**config.mk**
```make
export PLATFORM = sky130hd
export DESIGN_NAME = usb_supply_mode_control
export DESIGN_NICKNAME = d
export VERILOG_FILES = /design/src/usc_pkg.sv /design/src/usb_supply_mode_control.sv /design/src/usc_edge_flags.sv /design/src/usc_limit_calc.sv
export SDC_FILE = /design/constraint.sdc
export NUM_CORES = 1
export LEC_CHECK = 0
export CORE_ASPECT_RATIO = 1.25
export CORE_UTILIZATION = 50
export CTS_BUF_LIST = sky130_fd_sc_hd__clkbuf_8 sky130_fd_sc_hd__clkbuf_16
export DETAILED_ROUTE_END_ITERATION = 10
export DONT_BUFFER_PORTS = 1
export HOLD_SLACK_MARGIN = 0.1
export PLACE_DENSITY = 0.63
export SLEW_MARGIN = 20
export SYNTH_ARGS = -nofsm -noshare
export SYNTH_HDL_FRONTEND = slang
export SYNTH_SLANG_ARGS = --single-unit
```
**constraint.sdc**
```tcl
create_clock -name sys_clk -period 8.3 [get_ports sys_clk]
set_input_delay 1.66 -clock sys_clk [delete_from_list [all_inputs] [get_ports sys_clk]]
set_output_delay 1.66 -clock sys_clk [all_outputs]
set_load 0.01 [all_outputs]
```
**src/usc_pkg.sv**
```systemverilog
package usc_pkg;

	// register indices (byte address is four times the index)
	localparam logic [7:0] REG_POWER_CONTROL  = 8'h04;
	localparam logic [7:0] REG_INT_STATUS_TWO = 8'h1A;
	localparam logic [7:0] REG_SUPPLY_CHANGE  = 8'h1F;
	localparam logic [7:0] REG_INT_TWO_MASK   = 8'h22;
	localparam logic [7:0] REG_SUPPLY_MASK    = 8'h27;
	localparam logic [7:0] REG_STATE          = 8'h40;

	// usb_power_control fields
	localparam int BIT_SUSPEND      = 14;
	localparam int BIT_SOURCE_MODE  = 13;
	localparam int BIT_SOURCE_HIGH  = 11;
	localparam int BIT_SINK_HIGH    = 9;
	localparam int BIT_LIMIT_OVR    = 8;
	// status and mask fields
	localparam int BIT_OVERCURRENT  = 10;
	localparam int BIT_BUS_CHANGE   = 15;
	localparam int BIT_WALL_CHANGE  = 14;
	localparam int BIT_BATT_CHANGE  = 13;

	localparam logic [15:0] POWER_CONTROL_RESET = 16'h0000;
	localparam logic [15:0] MASK_RESET          = 16'h0000;

	// usb thresholds in millivolts and milliamps
	localparam int BOOT_MIN_MV       = 4000;
	localparam int LOW_LIMIT_MA      = 100;
	localparam int HIGH_LIMIT_MA     = 500;
	localparam int OVERRIDE_FACTOR   = 2;
	localparam int TRICKLE_MA        = 50;

	typedef enum logic [1:0] {
		USC_SRC_BATT = 2'b00,
		USC_SRC_WALL = 2'b01,
		USC_SRC_BUS  = 2'b10
	} usc_src_t;

	typedef enum logic [1:0] {
		USC_OFF    = 2'b00,
		USC_ACTIVE = 2'b01
	} usc_pwr_t;

	typedef struct packed {
		logic bus;
		logic wall;
		logic batt;
	} usc_presence_t;

	typedef struct packed {
		logic [11:0] bus_mv;
		logic [11:0] wall_mv;
		logic [11:0] batt_mv;
		logic        wall_ok;
		logic        wall_uvlo;
		logic        boot_fail;
	} usc_supply_t;

	typedef struct packed {
		logic        switch_closed;
		logic        protect_en;
		logic        source_on;
		logic [9:0]  limit_ma;
		logic [10:0] flag_ma;
	} usc_limit_t;

endpackage : usc_pkg
```
**src/usb_supply_mode_control.sv**
```systemverilog
// Notes on behaviour
// - sink mode after reset; source only when selected
// - sink: bus only if wall bad, bus highest
// - off to active on bus needs 4.0V
// - bus limit 100mA or 500mA, default strap
// - active: high current from mode's bit
// - over limit: clamp and raise overcurrent flag
// - override: protection off, flag threshold doubled
// - battery supplements bus above limit
// - good wall supply takes over from bus
// - low power: trickle on, paused when budget under 50mA
// - high power: fast charge trimmed to 500mA
// - charging from bus only in sink mode
// - suspend opens switch, wall or battery selected
// - suspend cleared on reset, uvlo, boot fail
// - source select cleared while power state is off
// - current monitor in both modes
// - overcurrent flag rising edge, read clears
// - overcurrent mask blocks usb interrupt
// - presence changes flag both edges, read clears
// - presence masks suppress the change interrupt, not the flags, reset zero
`timescale 1ns/1ps
module usb_supply_mode_control
	import usc_pkg::*;
(
	input  wire logic        sys_clk,
	input  wire logic        rst,
	input  wire logic [31:0] wb_adr_i,
	input  wire logic [31:0] wb_dat_i,
	input  wire logic [3:0]  wb_sel_i,
	input  wire logic        wb_we_i,
	input  wire logic        wb_cyc_i,
	input  wire logic        wb_stb_i,
	output logic      [31:0] wb_dat_o,
	output logic             wb_ack_o,
	input  wire logic        config_high_power,
	input  wire usc_presence_t presence,
	input  wire usc_supply_t supply,
	input  wire logic [9:0]  demand_ma,
	input  wire logic [9:0]  charge_req_ma,
	output logic             bus_switch_closed,
	output logic             bus_source_on,
	output logic             bus_protect_en,
	output usc_src_t         power_source,
	output logic             battery_supplement,
	output logic             charge_enable,
	output logic [9:0]       charge_ma,
	output logic             usb_irq,
	output logic             supply_change_irq
);
	logic [15:0]   ctrl;
	logic [15:0]   int_two_mask;
	logic [15:0]   supply_mask;
	usc_pwr_t      pwr_state;
	logic          prev_source_mode;
	logic          strap_done;
	logic          over_flag_in;
	logic          bus_overcurrent_flag;
	logic [2:0]    change_flags;
	logic          clr_two;
	logic          clr_change;
	logic          wb_req;
	logic [7:0]    idx;
	usc_limit_t    lim;
	usc_src_t      next_source;
	logic [9:0]    next_charge;

	logic bus_source_mode_select;
	logic source_mode_high_current;
	logic sink_mode_high_current;
	logic current_limit_override;
	logic suspend;

	assign bus_source_mode_select   = ctrl[BIT_SOURCE_MODE];
	assign source_mode_high_current = ctrl[BIT_SOURCE_HIGH];
	assign sink_mode_high_current   = ctrl[BIT_SINK_HIGH];
	assign current_limit_override   = ctrl[BIT_LIMIT_OVR];
	assign suspend                  = ctrl[BIT_SUSPEND];

	assign wb_req = wb_cyc_i & wb_stb_i & ~wb_ack_o;
	assign idx    = wb_adr_i[9:2];

	// bus slave: one wait-free ack cycle after request
	always_ff @(posedge sys_clk or posedge rst) begin
		if (rst) begin
			wb_ack_o <= 1'b0;
		end else begin
			wb_ack_o <= wb_req;
		end
	end

	always_ff @(posedge sys_clk or posedge rst) begin
		if (rst) begin
			wb_dat_o <= '0;
		end else if (wb_req && !wb_we_i) begin
			unique case (idx)
				REG_POWER_CONTROL:  wb_dat_o <= {16'h0000, ctrl};
				REG_INT_STATUS_TWO: wb_dat_o <= {16'h0000, 5'h00,
					bus_overcurrent_flag, 10'h000};
				REG_SUPPLY_CHANGE:  wb_dat_o <= {16'h0000, change_flags,
					13'h0000};
				REG_INT_TWO_MASK:   wb_dat_o <= {16'h0000, int_two_mask};
				REG_SUPPLY_MASK:    wb_dat_o <= {16'h0000, supply_mask};
				REG_STATE:          wb_dat_o <= {28'h0000000, power_source,
					pwr_state};
				default:            wb_dat_o <= 32'h00000000;
			endcase
		end
	end

	// read of a status register clears its flags
	assign clr_two    = wb_req & ~wb_we_i & (idx == REG_INT_STATUS_TWO);
	assign clr_change = wb_req & ~wb_we_i & (idx == REG_SUPPLY_CHANGE);

	// control register with hardware clears
	always_ff @(posedge sys_clk or posedge rst) begin
		if (rst) begin
			ctrl <= POWER_CONTROL_RESET;
		end else begin
			if (wb_req && wb_we_i && idx == REG_POWER_CONTROL) begin
				if (wb_sel_i[0]) ctrl[7:0] <= wb_dat_i[7:0];
				if (wb_sel_i[1]) ctrl[15:8] <= wb_dat_i[15:8];
			end
			if (!strap_done) begin
				ctrl[BIT_SINK_HIGH] <= config_high_power;
			end
			if (supply.wall_uvlo || supply.boot_fail) begin
				ctrl[BIT_SUSPEND]   <= 1'b0;
				ctrl[BIT_SINK_HIGH] <= 1'b0;
			end
			if (prev_source_mode && pwr_state == USC_OFF) begin
				ctrl[BIT_SOURCE_MODE] <= 1'b0;
			end
		end
	end

	always_ff @(posedge sys_clk or posedge rst) begin
		if (rst) begin
			strap_done       <= 1'b0;
			prev_source_mode <= 1'b0;
		end else begin
			strap_done       <= 1'b1;
			prev_source_mode <= bus_source_mode_select;
		end
	end

	always_ff @(posedge sys_clk or posedge rst) begin
		if (rst) begin
			int_two_mask <= MASK_RESET;
			supply_mask  <= MASK_RESET;
		end else if (wb_req && wb_we_i) begin
			if (idx == REG_INT_TWO_MASK) begin
				if (wb_sel_i[0]) int_two_mask[7:0] <= wb_dat_i[7:0];
				if (wb_sel_i[1]) int_two_mask[15:8] <= wb_dat_i[15:8];
			end
			if (idx == REG_SUPPLY_MASK) begin
				if (wb_sel_i[0]) supply_mask[7:0] <= wb_dat_i[7:0];
				if (wb_sel_i[1]) supply_mask[15:8] <= wb_dat_i[15:8];
			end
		end
	end

	usc_limit_calc u_limit (
		.source_mode (bus_source_mode_select),
		.source_high (source_mode_high_current),
		.sink_high   (sink_mode_high_current),
		.override    (current_limit_override),
		.suspend     (suspend),
		.lim         (lim)
	);

	// off to active needs wall ok, battery present, or 4.0V on bus
	always_ff @(posedge sys_clk or posedge rst) begin
		if (rst) begin
			pwr_state <= USC_OFF;
		end else begin
			unique case (pwr_state)
				USC_OFF: if (supply.wall_ok || presence.batt ||
					(presence.bus && supply.bus_mv >= 12'(BOOT_MIN_MV)))
					pwr_state <= USC_ACTIVE;
				USC_ACTIVE: if (!presence.bus && !presence.wall &&
					!presence.batt)
					pwr_state <= USC_OFF;
				default: pwr_state <= USC_OFF;
			endcase
		end
	end

	// source arbitration
	always_comb begin
		next_source = USC_SRC_BATT;
		if (supply.wall_ok) begin
			next_source = USC_SRC_WALL;
		// bus only if wall bad, bus highest
		end else if (!bus_source_mode_select && !suspend && presence.bus &&
			supply.bus_mv >= supply.wall_mv &&
			supply.bus_mv >= supply.batt_mv) begin
			next_source = USC_SRC_BUS;
		end else if (presence.wall && supply.wall_mv >= supply.batt_mv) begin
			next_source = USC_SRC_WALL;
		end
		// suspend leaves battery, or a present wall not below battery, in place of bus
	end

	// charge current budget
	always_comb begin
		// charger runs only from wall or bus
		next_charge = (power_source == USC_SRC_BATT) ? '0 : charge_req_ma;
		if (power_source == USC_SRC_BUS) begin
			// no bus charging in source mode
			if (bus_source_mode_select) begin
				next_charge = '0;
			end else if (demand_ma >= lim.limit_ma) begin
				next_charge = '0;
			end else if ({1'b0, demand_ma} + {1'b0, charge_req_ma} >
				{1'b0, lim.limit_ma}) begin
				next_charge = lim.limit_ma - demand_ma;
			end
			if (lim.limit_ma == 10'(LOW_LIMIT_MA) &&
				next_charge != '0 && next_charge < 10'(TRICKLE_MA))
				next_charge = '0;
		end
	end

	always_ff @(posedge sys_clk or posedge rst) begin
		if (rst) begin
			power_source       <= USC_SRC_BATT;
			charge_ma          <= '0;
			charge_enable      <= 1'b0;
			battery_supplement <= 1'b0;
			bus_switch_closed  <= 1'b0;
			bus_source_on      <= 1'b0;
			bus_protect_en     <= 1'b1;
		end else begin
			power_source  <= next_source;
			charge_ma     <= next_charge;
			charge_enable <= next_charge != '0;
			battery_supplement <= power_source == USC_SRC_BUS &&
				presence.batt && demand_ma > lim.limit_ma;
			bus_protect_en    <= lim.protect_en;
			bus_switch_closed <= lim.switch_closed;
			bus_source_on     <= lim.source_on;
		end
	end

	assign over_flag_in = lim.switch_closed &&
		({1'b0, demand_ma} > lim.flag_ma);

	usc_edge_flags #(.N(1), .BOTH(1'b0)) u_over (
		.sys_clk (sys_clk),
		.rst     (rst),
		.trig    (over_flag_in),
		.clear   (clr_two),
		.flag    (bus_overcurrent_flag)
	);

	usc_edge_flags #(.N(3), .BOTH(1'b1)) u_change (
		.sys_clk (sys_clk),
		.rst     (rst),
		.trig    ({presence.bus, presence.wall, presence.batt}),
		.clear   (clr_change),
		.flag    (change_flags)
	);

	always_ff @(posedge sys_clk or posedge rst) begin
		if (rst) begin
			usb_irq           <= 1'b0;
			supply_change_irq <= 1'b0;
		end else begin
			usb_irq <= bus_overcurrent_flag & ~int_two_mask[BIT_OVERCURRENT];
			supply_change_irq <= |(change_flags &
				~supply_mask[BIT_BUS_CHANGE:BIT_BATT_CHANGE]);
		end
	end

	property p_ack_one;
		@(posedge sys_clk) disable iff (rst)
		wb_ack_o |=> !wb_ack_o;
	endproperty
	a_ack_one: assert property (p_ack_one) else $error("ack held");

	property p_source_reset;
		@(posedge sys_clk) disable iff (rst)
		!bus_source_mode_select |=> !bus_source_on;
	endproperty
	a_source_reset: assert property (p_source_reset)
		else $error("source on in sink mode");

	property p_boot;
		@(posedge sys_clk) disable iff (rst)
		(pwr_state == USC_OFF && !supply.wall_ok && !presence.batt &&
		 supply.bus_mv < 12'(BOOT_MIN_MV)) |=> pwr_state == USC_OFF;
	endproperty
	a_boot: assert property (p_boot)
		else $error("boot on low bus");

	property p_wall_pref;
		@(posedge sys_clk) disable iff (rst)
		supply.wall_ok |=> power_source == USC_SRC_WALL;
	endproperty
	a_wall_pref: assert property (p_wall_pref)
		else $error("wall not preferred");

	property p_no_src_charge;
		@(posedge sys_clk) disable iff (rst)
		(power_source == USC_SRC_BUS && bus_source_mode_select)
			|=> charge_ma == '0;
	endproperty
	a_no_src_charge: assert property (p_no_src_charge)
		else $error("charging in source mode");

	property p_budget;
		@(posedge sys_clk) disable iff (rst)
		(power_source == USC_SRC_BUS && demand_ma < lim.limit_ma)
			|=> charge_ma <= $past(lim.limit_ma) - $past(demand_ma);
	endproperty
	a_budget: assert property (p_budget)
		else $error("charge over budget");

	property p_over_set;
		@(posedge sys_clk) disable iff (rst)
		$rose(over_flag_in) |=> bus_overcurrent_flag;
	endproperty
	a_over_set: assert property (p_over_set)
		else $error("overcurrent flag not set");

	property p_usb_mask;
		@(posedge sys_clk) disable iff (rst)
		int_two_mask[BIT_OVERCURRENT] [*2] |-> !usb_irq;
	endproperty
	a_usb_mask: assert property (p_usb_mask)
		else $error("masked irq raised");

	property p_change;
		@(posedge sys_clk) disable iff (rst)
		$changed(presence.wall) |=> change_flags[1];
	endproperty
	a_change: assert property (p_change)
		else $error("wall change missed");

	property p_irq_level;
		@(posedge sys_clk) disable iff (rst)
		(change_flags != 3'b000 && supply_mask == 16'h0000)
			|=> supply_change_irq;
	endproperty
	a_irq_level: assert property (p_irq_level)
		else $error("supply irq missing");

endmodule : usb_supply_mode_control

```
**src/usc_edge_flags.sv**
```systemverilog
`timescale 1ns/1ps
module usc_edge_flags
	import usc_pkg::*;
#(
	parameter int N    = 3,
	parameter bit BOTH = 1'b1
) (
	input  wire logic         sys_clk,
	input  wire logic         rst,
	input  wire logic [N-1:0] trig,
	input  wire logic         clear,
	output logic      [N-1:0] flag
);
	logic [N-1:0] prev;

	// no reset: prev tracks trig through reset, so release makes no edge
	always_ff @(posedge sys_clk) begin
		prev <= trig;
	end

	genvar i;
	generate
		for (i = 0; i < N; i++) begin : g_flag
			logic ev;
			assign ev = BOTH ? (trig[i] ^ prev[i]) : (trig[i] & ~prev[i]);
			// set wins over read-clear
			always_ff @(posedge sys_clk or posedge rst) begin
				if (rst) begin
					flag[i] <= 1'b0;
				end else if (ev) begin
					flag[i] <= 1'b1;
				end else if (clear) begin
					flag[i] <= 1'b0;
				end
			end
		end
	endgenerate
endmodule : usc_edge_flags

```
**src/usc_limit_calc.sv**
```systemverilog
`timescale 1ns/1ps
module usc_limit_calc
	import usc_pkg::*;
(
	input  wire logic       source_mode,
	input  wire logic       source_high,
	input  wire logic       sink_high,
	input  wire logic       override,
	input  wire logic       suspend,
	output usc_limit_t      lim
);
	logic high;

	always_comb begin
		high              = source_mode ? source_high : sink_high;
		lim.limit_ma      = high ? 10'(HIGH_LIMIT_MA) : 10'(LOW_LIMIT_MA);
		lim.protect_en    = ~override;
		lim.flag_ma       = override ? 11'({1'b0, lim.limit_ma} * 11'(OVERRIDE_FACTOR))
		                             : {1'b0, lim.limit_ma};
		lim.switch_closed = ~suspend;
		lim.source_on     = source_mode & ~suspend;
	end
endmodule : usc_limit_calc

```
-- After elaboration in Yosys (flattened, before gate mapping)
Index checks and enable logic that the tools add are counted.
- add/subtract/negate cells: 2
- magnitude comparators: 9
- equality and inequality tests: 13
- muxes and demuxes: 30
- bitwise operators: 19
- reductions and logical operators: 49
- operator list (operator ; count):
    case mux 16 bit (6 select lines) ; 1
    2-to-1 mux 10 bit ; 7
    greater-or-equal comparator 12 bit ; 3
    nonzero test 10 bit ; 2
    logical AND 1 bit ; 17
    equality test 8 x 5 -> 1 bit, second input constant ; 2
    equality test 8 x 6 -> 1 bit, second input constant ; 2
    nonzero test 2 bit ; 8
    2-to-1 mux 15 bit ; 1
    greater-or-equal comparator 12 bit, second input constant ; 1
    2-to-1 mux 1 bit ; 12
    AND reduction 2 bit ; 6
    AND reduction 3 bit ; 4
    adder 10 x 10 -> 11 bit ; 1
    greater-than comparator 10 x 11 -> 1 bit ; 1
    greater-than comparator 11 x 10 -> 1 bit ; 1
    2-to-1 mux 11 bit ; 1
    equality test 10 x 7 -> 1 bit, second input constant ; 1
    greater-or-equal comparator 10 bit ; 1
    greater-than comparator 10 bit ; 1
    < comparator 10 x 6 -> 1 bit, second input constant ; 1
    subtractor 10 bit ; 1
    2-to-1 mux 9 bit ; 1
    bitwise AND 1 bit ; 8
    20 further kinds ; 38
- register bits: 112
- input bits: 136
- output and inout bits: 52
- logic and storage cells: 151

-- Longest topological paths before layout
- word-level depth: 13
- depth in mapped cells: 19
- mapped depth without buffers: 18

-- Cells and area by module
Synthesis repeated with hierarchy kept, for this count alone.
- cell total of the unflattened synthesis: 688
- area total of the unflattened synthesis: 6718.9 µm²
- modules (own cells, without submodules) (module ; times used ; cells an instance ; area each (µm²) ; sequential area each (µm²)):
    usb_supply_mode_control ; 1 ; 638 ; 6277.3 ; 2178.3
    usc_edge_flags at u_change ; 1 ; 16 ; 191.4 ; 135.1
    usc_limit_calc ; 1 ; 28 ; 181.4 ; 0.0
    usc_edge_flags at u_over ; 1 ; 6 ; 68.8 ; 45.0

-- Worst setup path before layout
No wires, ideal clock.
- path kind: input-to-reg
- start point: input demand_ma[0]
- end point: register charge_ma[1]
- setup time: 0.129 ns
- arrival: 4.766 ns
- required time: 8.171 ns
- slack: 3.404 ns
- cell stages on the path: 19
- path buffers: 1
- cell sequence: ha_1 -> inv_1 -> fa_1 -> nand2b_1 -> a21oi_1 -> o211ai_1 -> nand2_1 -> xor2_1 -> ha_1 -> a21o_1 -> nor2_1 -> a21oi_1 -> o32a_1 -> mux2i_1 -> and3_1 -> buf_2 -> mux2_2 -> o2111ai_1 -> nand3_1
- longest elaborated chain between the ends: 11
- elaborated cells between the ends (all ways): 14
- those cells by class: add/sub: 2; order compare: 3; mux: 6; reduce/logical: 3
- ends and longest elaborated chain (element ; line ; source):
    start, declared ; usb_supply_mode_control.sv:39 ; input wire logic [9:0] demand_ma,
    adder 10 x 10 -> 11 bit ; usb_supply_mode_control.sv:215 ; end else if ({1'b0, demand_ma} + {1'b0, charge_req_ma} >
    greater-than comparator 11 x 10 -> 1 bit ; usb_supply_mode_control.sv:215 ;
    2-to-1 mux 10 bit ; usb_supply_mode_control.sv:215 ;
    2-to-1 mux 10 bit (*) ; usb_supply_mode_control.sv:213 ; end else if (demand_ma >= lim.limit_ma) begin
    2-to-1 mux 10 bit (*) ; usb_supply_mode_control.sv:211 ; if (bus_source_mode_select) begin
    2-to-1 mux 10 bit (*) ; usb_supply_mode_control.sv:209 ; if (power_source == USC_SRC_BUS) begin
    parallel branches: the longest is 3 deep, another holds < comparator 10 x 6 -> 1 bit ; - ;
    2-to-1 mux 10 bit (*) ; usb_supply_mode_control.sv:219 ; if (lim.limit_ma == 10'(LOW_LIMIT_MA) &&
    2-to-1 mux 10 bit (*) ; usb_supply_mode_control.sv:209 ;
    via next_charge[1] ; usb_supply_mode_control.sv:66 ; logic [9:0] next_charge;
    end signal, assigned ; usb_supply_mode_control.sv:236 ; charge_ma <= next_charge;
    end, declared ; usb_supply_mode_control.sv:47 ; output logic [9:0] charge_ma,
Mark *: on every way through the listed nets, which the timed path passes. The select of a mux whose other input is x is not followed.
A chain may end at the register's enable or synchronous reset.

-- Worst setup path in the final report
- start point: input demand_ma[0]
- end point: register charge_ma[0]
The elaborated chain is that of the path after synthesis.

==> impl_metrics.json <==
{
  "tns_ns": 0,
  "via_per_inst": 6.08,
  "cts.sinks": 95,
  "port_buffers": 0,
  "synth_enable_flop_cells": 0,
  "synth_top_cell_by_area": "dfrtp_1",
  "drive_gt1_frac": 0.138,
  "htree_levels": 3,
  "antenna_found_initial": 0,
  "wl_met1_mm": 5.17,
  "async_flop_share": 0.958,
  "worst_ep_required_time_ns": 8.52,
  "firstDrtPassIters": 5,
  "drt-total-wl_mm": 13.3,
  "grt_pass1_wl_mm": 21.2,
  "fin_area_um2": 6320,
  "cp-end-kind": "flop",
  "ant_nets": 0,
  "wl_per_cell_um": 18.2,
  "slew_violations": 0,
  "start_kind": "input port",
  "syn2layout_area_growth_pct": 7.24,
  "n_antenna_cell": 0,
  "hpwl_mm": 10.2,
  "synth_top_area_share": 0.382,
  "cts_resized": 0,
  "wl_met3_um": 867,
  "worstPathArrival_ns": 5.43,
  "fin_skew_ns": 0.00800,
  "drcViolationCount": 0,
  "cts_root_buf": "clkbuf_16",
  "synth_area_per_cell_um2": 10.2,
  "fin_crit_sh": 0.628,
  "seq_area_frac_synth": 0.400,
  "clk_pin_slew_ns": 0.06,
  "path_class": "in -> reg",
  "power.density_nw_per_um2": 168,
  "fmax_mhz": 192,
  "synth-seq-cells": 95,
  "numCtsBuffers": 9,
  "fillers": 1085,
  "pin_count": 188,
  "worst_r2r_startpoint": "ctrl[13]",
  "layout_commonest_cell": "dfrtp_1",
  "ir_drop_uv": 96.8,
  "status": "finished clean",
  "hold_violations": 0,
  "grtUsageTotal": 0.224,
  "maxCapViolCount": 0,
  "grt_max_degree": 69,
  "num_vias": 4448,
  "cts_hold_buffers": 0,
  "final_cell_count_no_fill": 731,
  "overflow": 0,
  "worstHoldPathType": "reg -> reg",
  "period_minus_slack_ns": 5.21,
  "syn_area_um2": 5900,
  "hold_slack_ns": 0.416,
  "rows": 44,
  "grt_pass1_vias": 4464,
  "post-cts-setup-buffers": 0,
  "core_area_um2": 11600,
  "p_leak_nw": 3.00,
  "clock_path_buffers": 2,
  "finalSetupViolations": 0,
  "critPathLaunch": "demand_ma[0]",
  "start_util": 0.510,
  "ys_types": 68,
  "fin_nets": 785,
  "grt_setup_unrepaired": "false",
  "dieHeight_um": 123,
  "die-area_um2": 12200,
  "dp.cells": 715,
  "die_x_um": 99.1,
  "dr_wl_met2_mm": 6.93,
  "maxSlewHeadroom": 0.437,
  "final_cell_mix": "dfrtp_1, ha_1, nor2_1, mux2_2, inv_1",
  "drtIter0Drc": 214,
  "syn_inst": 579,
  "hp-start": "u_over.prev",
  "worst_pin_slew_ns": 0.841,
  "worstPathMaxFanout": 11,
  "highest-signal-layer": "met4",
  "clk_latency_ns": 0.34,
  "routabilityCongestion": 0.845,
  "ys_warn_count": 0,
  "place_area_um2": 6040,
  "netlist_top_cells_area": "dfrtp_1, ha_1, mux2_2",
  "synthFlopType": "dfrtp_1",
  "cts_tree": "built"
}
## kinds of logic after synthesis
logic type	after synthesis	synth area share
AND/OR/NAND/NOR	148	0.124
AO/OA/AOI/OAI	137	0.167
flip-flops	95	0.400
buffers and inverters	68	0.0541
adder cells (fa/ha/maj)	61	0.131
multiplexers	53	0.101
XOR/XNOR	15	0.0223
other	2	0.00127
## per-stage QoR
| stage | power (W) | utilization | setup slack, ns |
|---|---|---|---|
| 4_1_cts | 0.00107 | 0.547 | 3.07 |
| 3_3_place_gp | 0.000677 | 0.522 | 2.78 |
| 3_5_place_dp | 0.000683 | 0.522 | 2.74 |
| 2_1_floorplan | 0.000653 | - | 3.40 |
| 6_report | 0.00106 | 0.547 | 3.09 |
| 5_1_grt | 0.00112 | 0.547 | 2.77 |
## where the power goes
| group | internal, W | leakage, nW | switching, W |
|---|---|---|---|
| combinational | 0.0000701 | 1.66 | 0.0000884 |
| clock | 0.000219 | 0.139 | 0.000167 |
| sequential | 0.000486 | 1.20 | 0.0000287 |
| total | 0.000775 | 3.00 | 0.000284 |
## area by class of cell
type,count,area (um^2),share of cell area
Sequential cell,95,2360,0.373
Timing Repair Buffer,9,67.6,0.0107
Tap cell,138,173,0.0273
Inverter,42,159,0.0251
Clock buffer,11,253,0.0400
Multi-Input combinational cell,431,3280,0.519
Clock inverter,5,32.5,0.00515
## flip-flops by register name, indices dropped and copies added (netlist names)
| signal | count |
|---|---|
| battery_supplement | 1 |
| bus_protect_en | 1 |
| bus_source_on | 1 |
| bus_switch_closed | 1 |
| charge_enable | 1 |
| charge_ma | 10 |
| ctrl | 16 |
| int_two_mask | 16 |
| power_source | 2 |
| prev_source_mode | 1 |
| pwr_state | 1 |
| strap_done | 1 |
| supply_change_irq | 1 |
| supply_mask | 16 |
| u_change.flag | 3 |
| u_change.prev | 3 |
| u_over.flag | 1 |
| u_over.prev | 1 |
| usb_irq | 1 |
| wb_ack_o | 1 |
| wb_dat_o | 16 |
## path summary, 6_finish.rpt
path	to	slack (ns)	cells past startpoint
max	charge_ma[0]	3.09	18
min	u_over.flag	0.42	1
max reg2reg	charge_enable	4.22	12
min reg2reg	u_over.flag	0.42	1
max in group asynchronous	supply_mask[11]	5.97	2
min in group asynchronous	charge_ma[1]	1.18	1
## routing by layer
metal,vias up,global-route usage
met1,2163,0.252
met4,0,0.0938
met5,-,0
li1,2113,-
met2,147,0.409
met3,25,0.0509
## critical path, cell delays in order
cell and delay (ns):
ha_1 0.17, inv_1 0.06, fa_1 0.39, nand2b_1 0.18, a21oi_1 0.26, o211ai_1 0.14
nand2_1 0.11, xor2_1 0.15, ha_1 0.26, a21o_1 0.19, nor2_1 0.09, a21oi_1 0.06
o32a_1 0.18, mux2i_1 0.13, and3_1 0.48, mux2_4 0.39, a41o_4 0.29, a22o_1 0.24
## cell usage after synthesis (all sizes together) (2+ instances only)
cell / count
o31ai: 3
and2: 3
or3: 3
a222oi: 9
o21ai: 15
inv: 42
conb: 2
nor3: 11
nor2b: 10
nand2: 33
nand4: 4
nor4: 2
a221oi: 2
nor3b: 4
buf: 18
o2111ai: 5
o211ai: 6
nand4b: 3
a22oi: 14
xor2: 5
nor2: 47
o41ai: 3
nand2b: 11
clkbuf: 8
a22o: 6
a21oi: 31
a211oi: 6
xnor2: 10
ha: 60
a21o: 11
nand3: 10
a31oi: 10
dfxtp: 4
dfrtp: 90
o21a: 3
mux2: 47
mux2i: 6
Power figures use the tool's default switching activity.
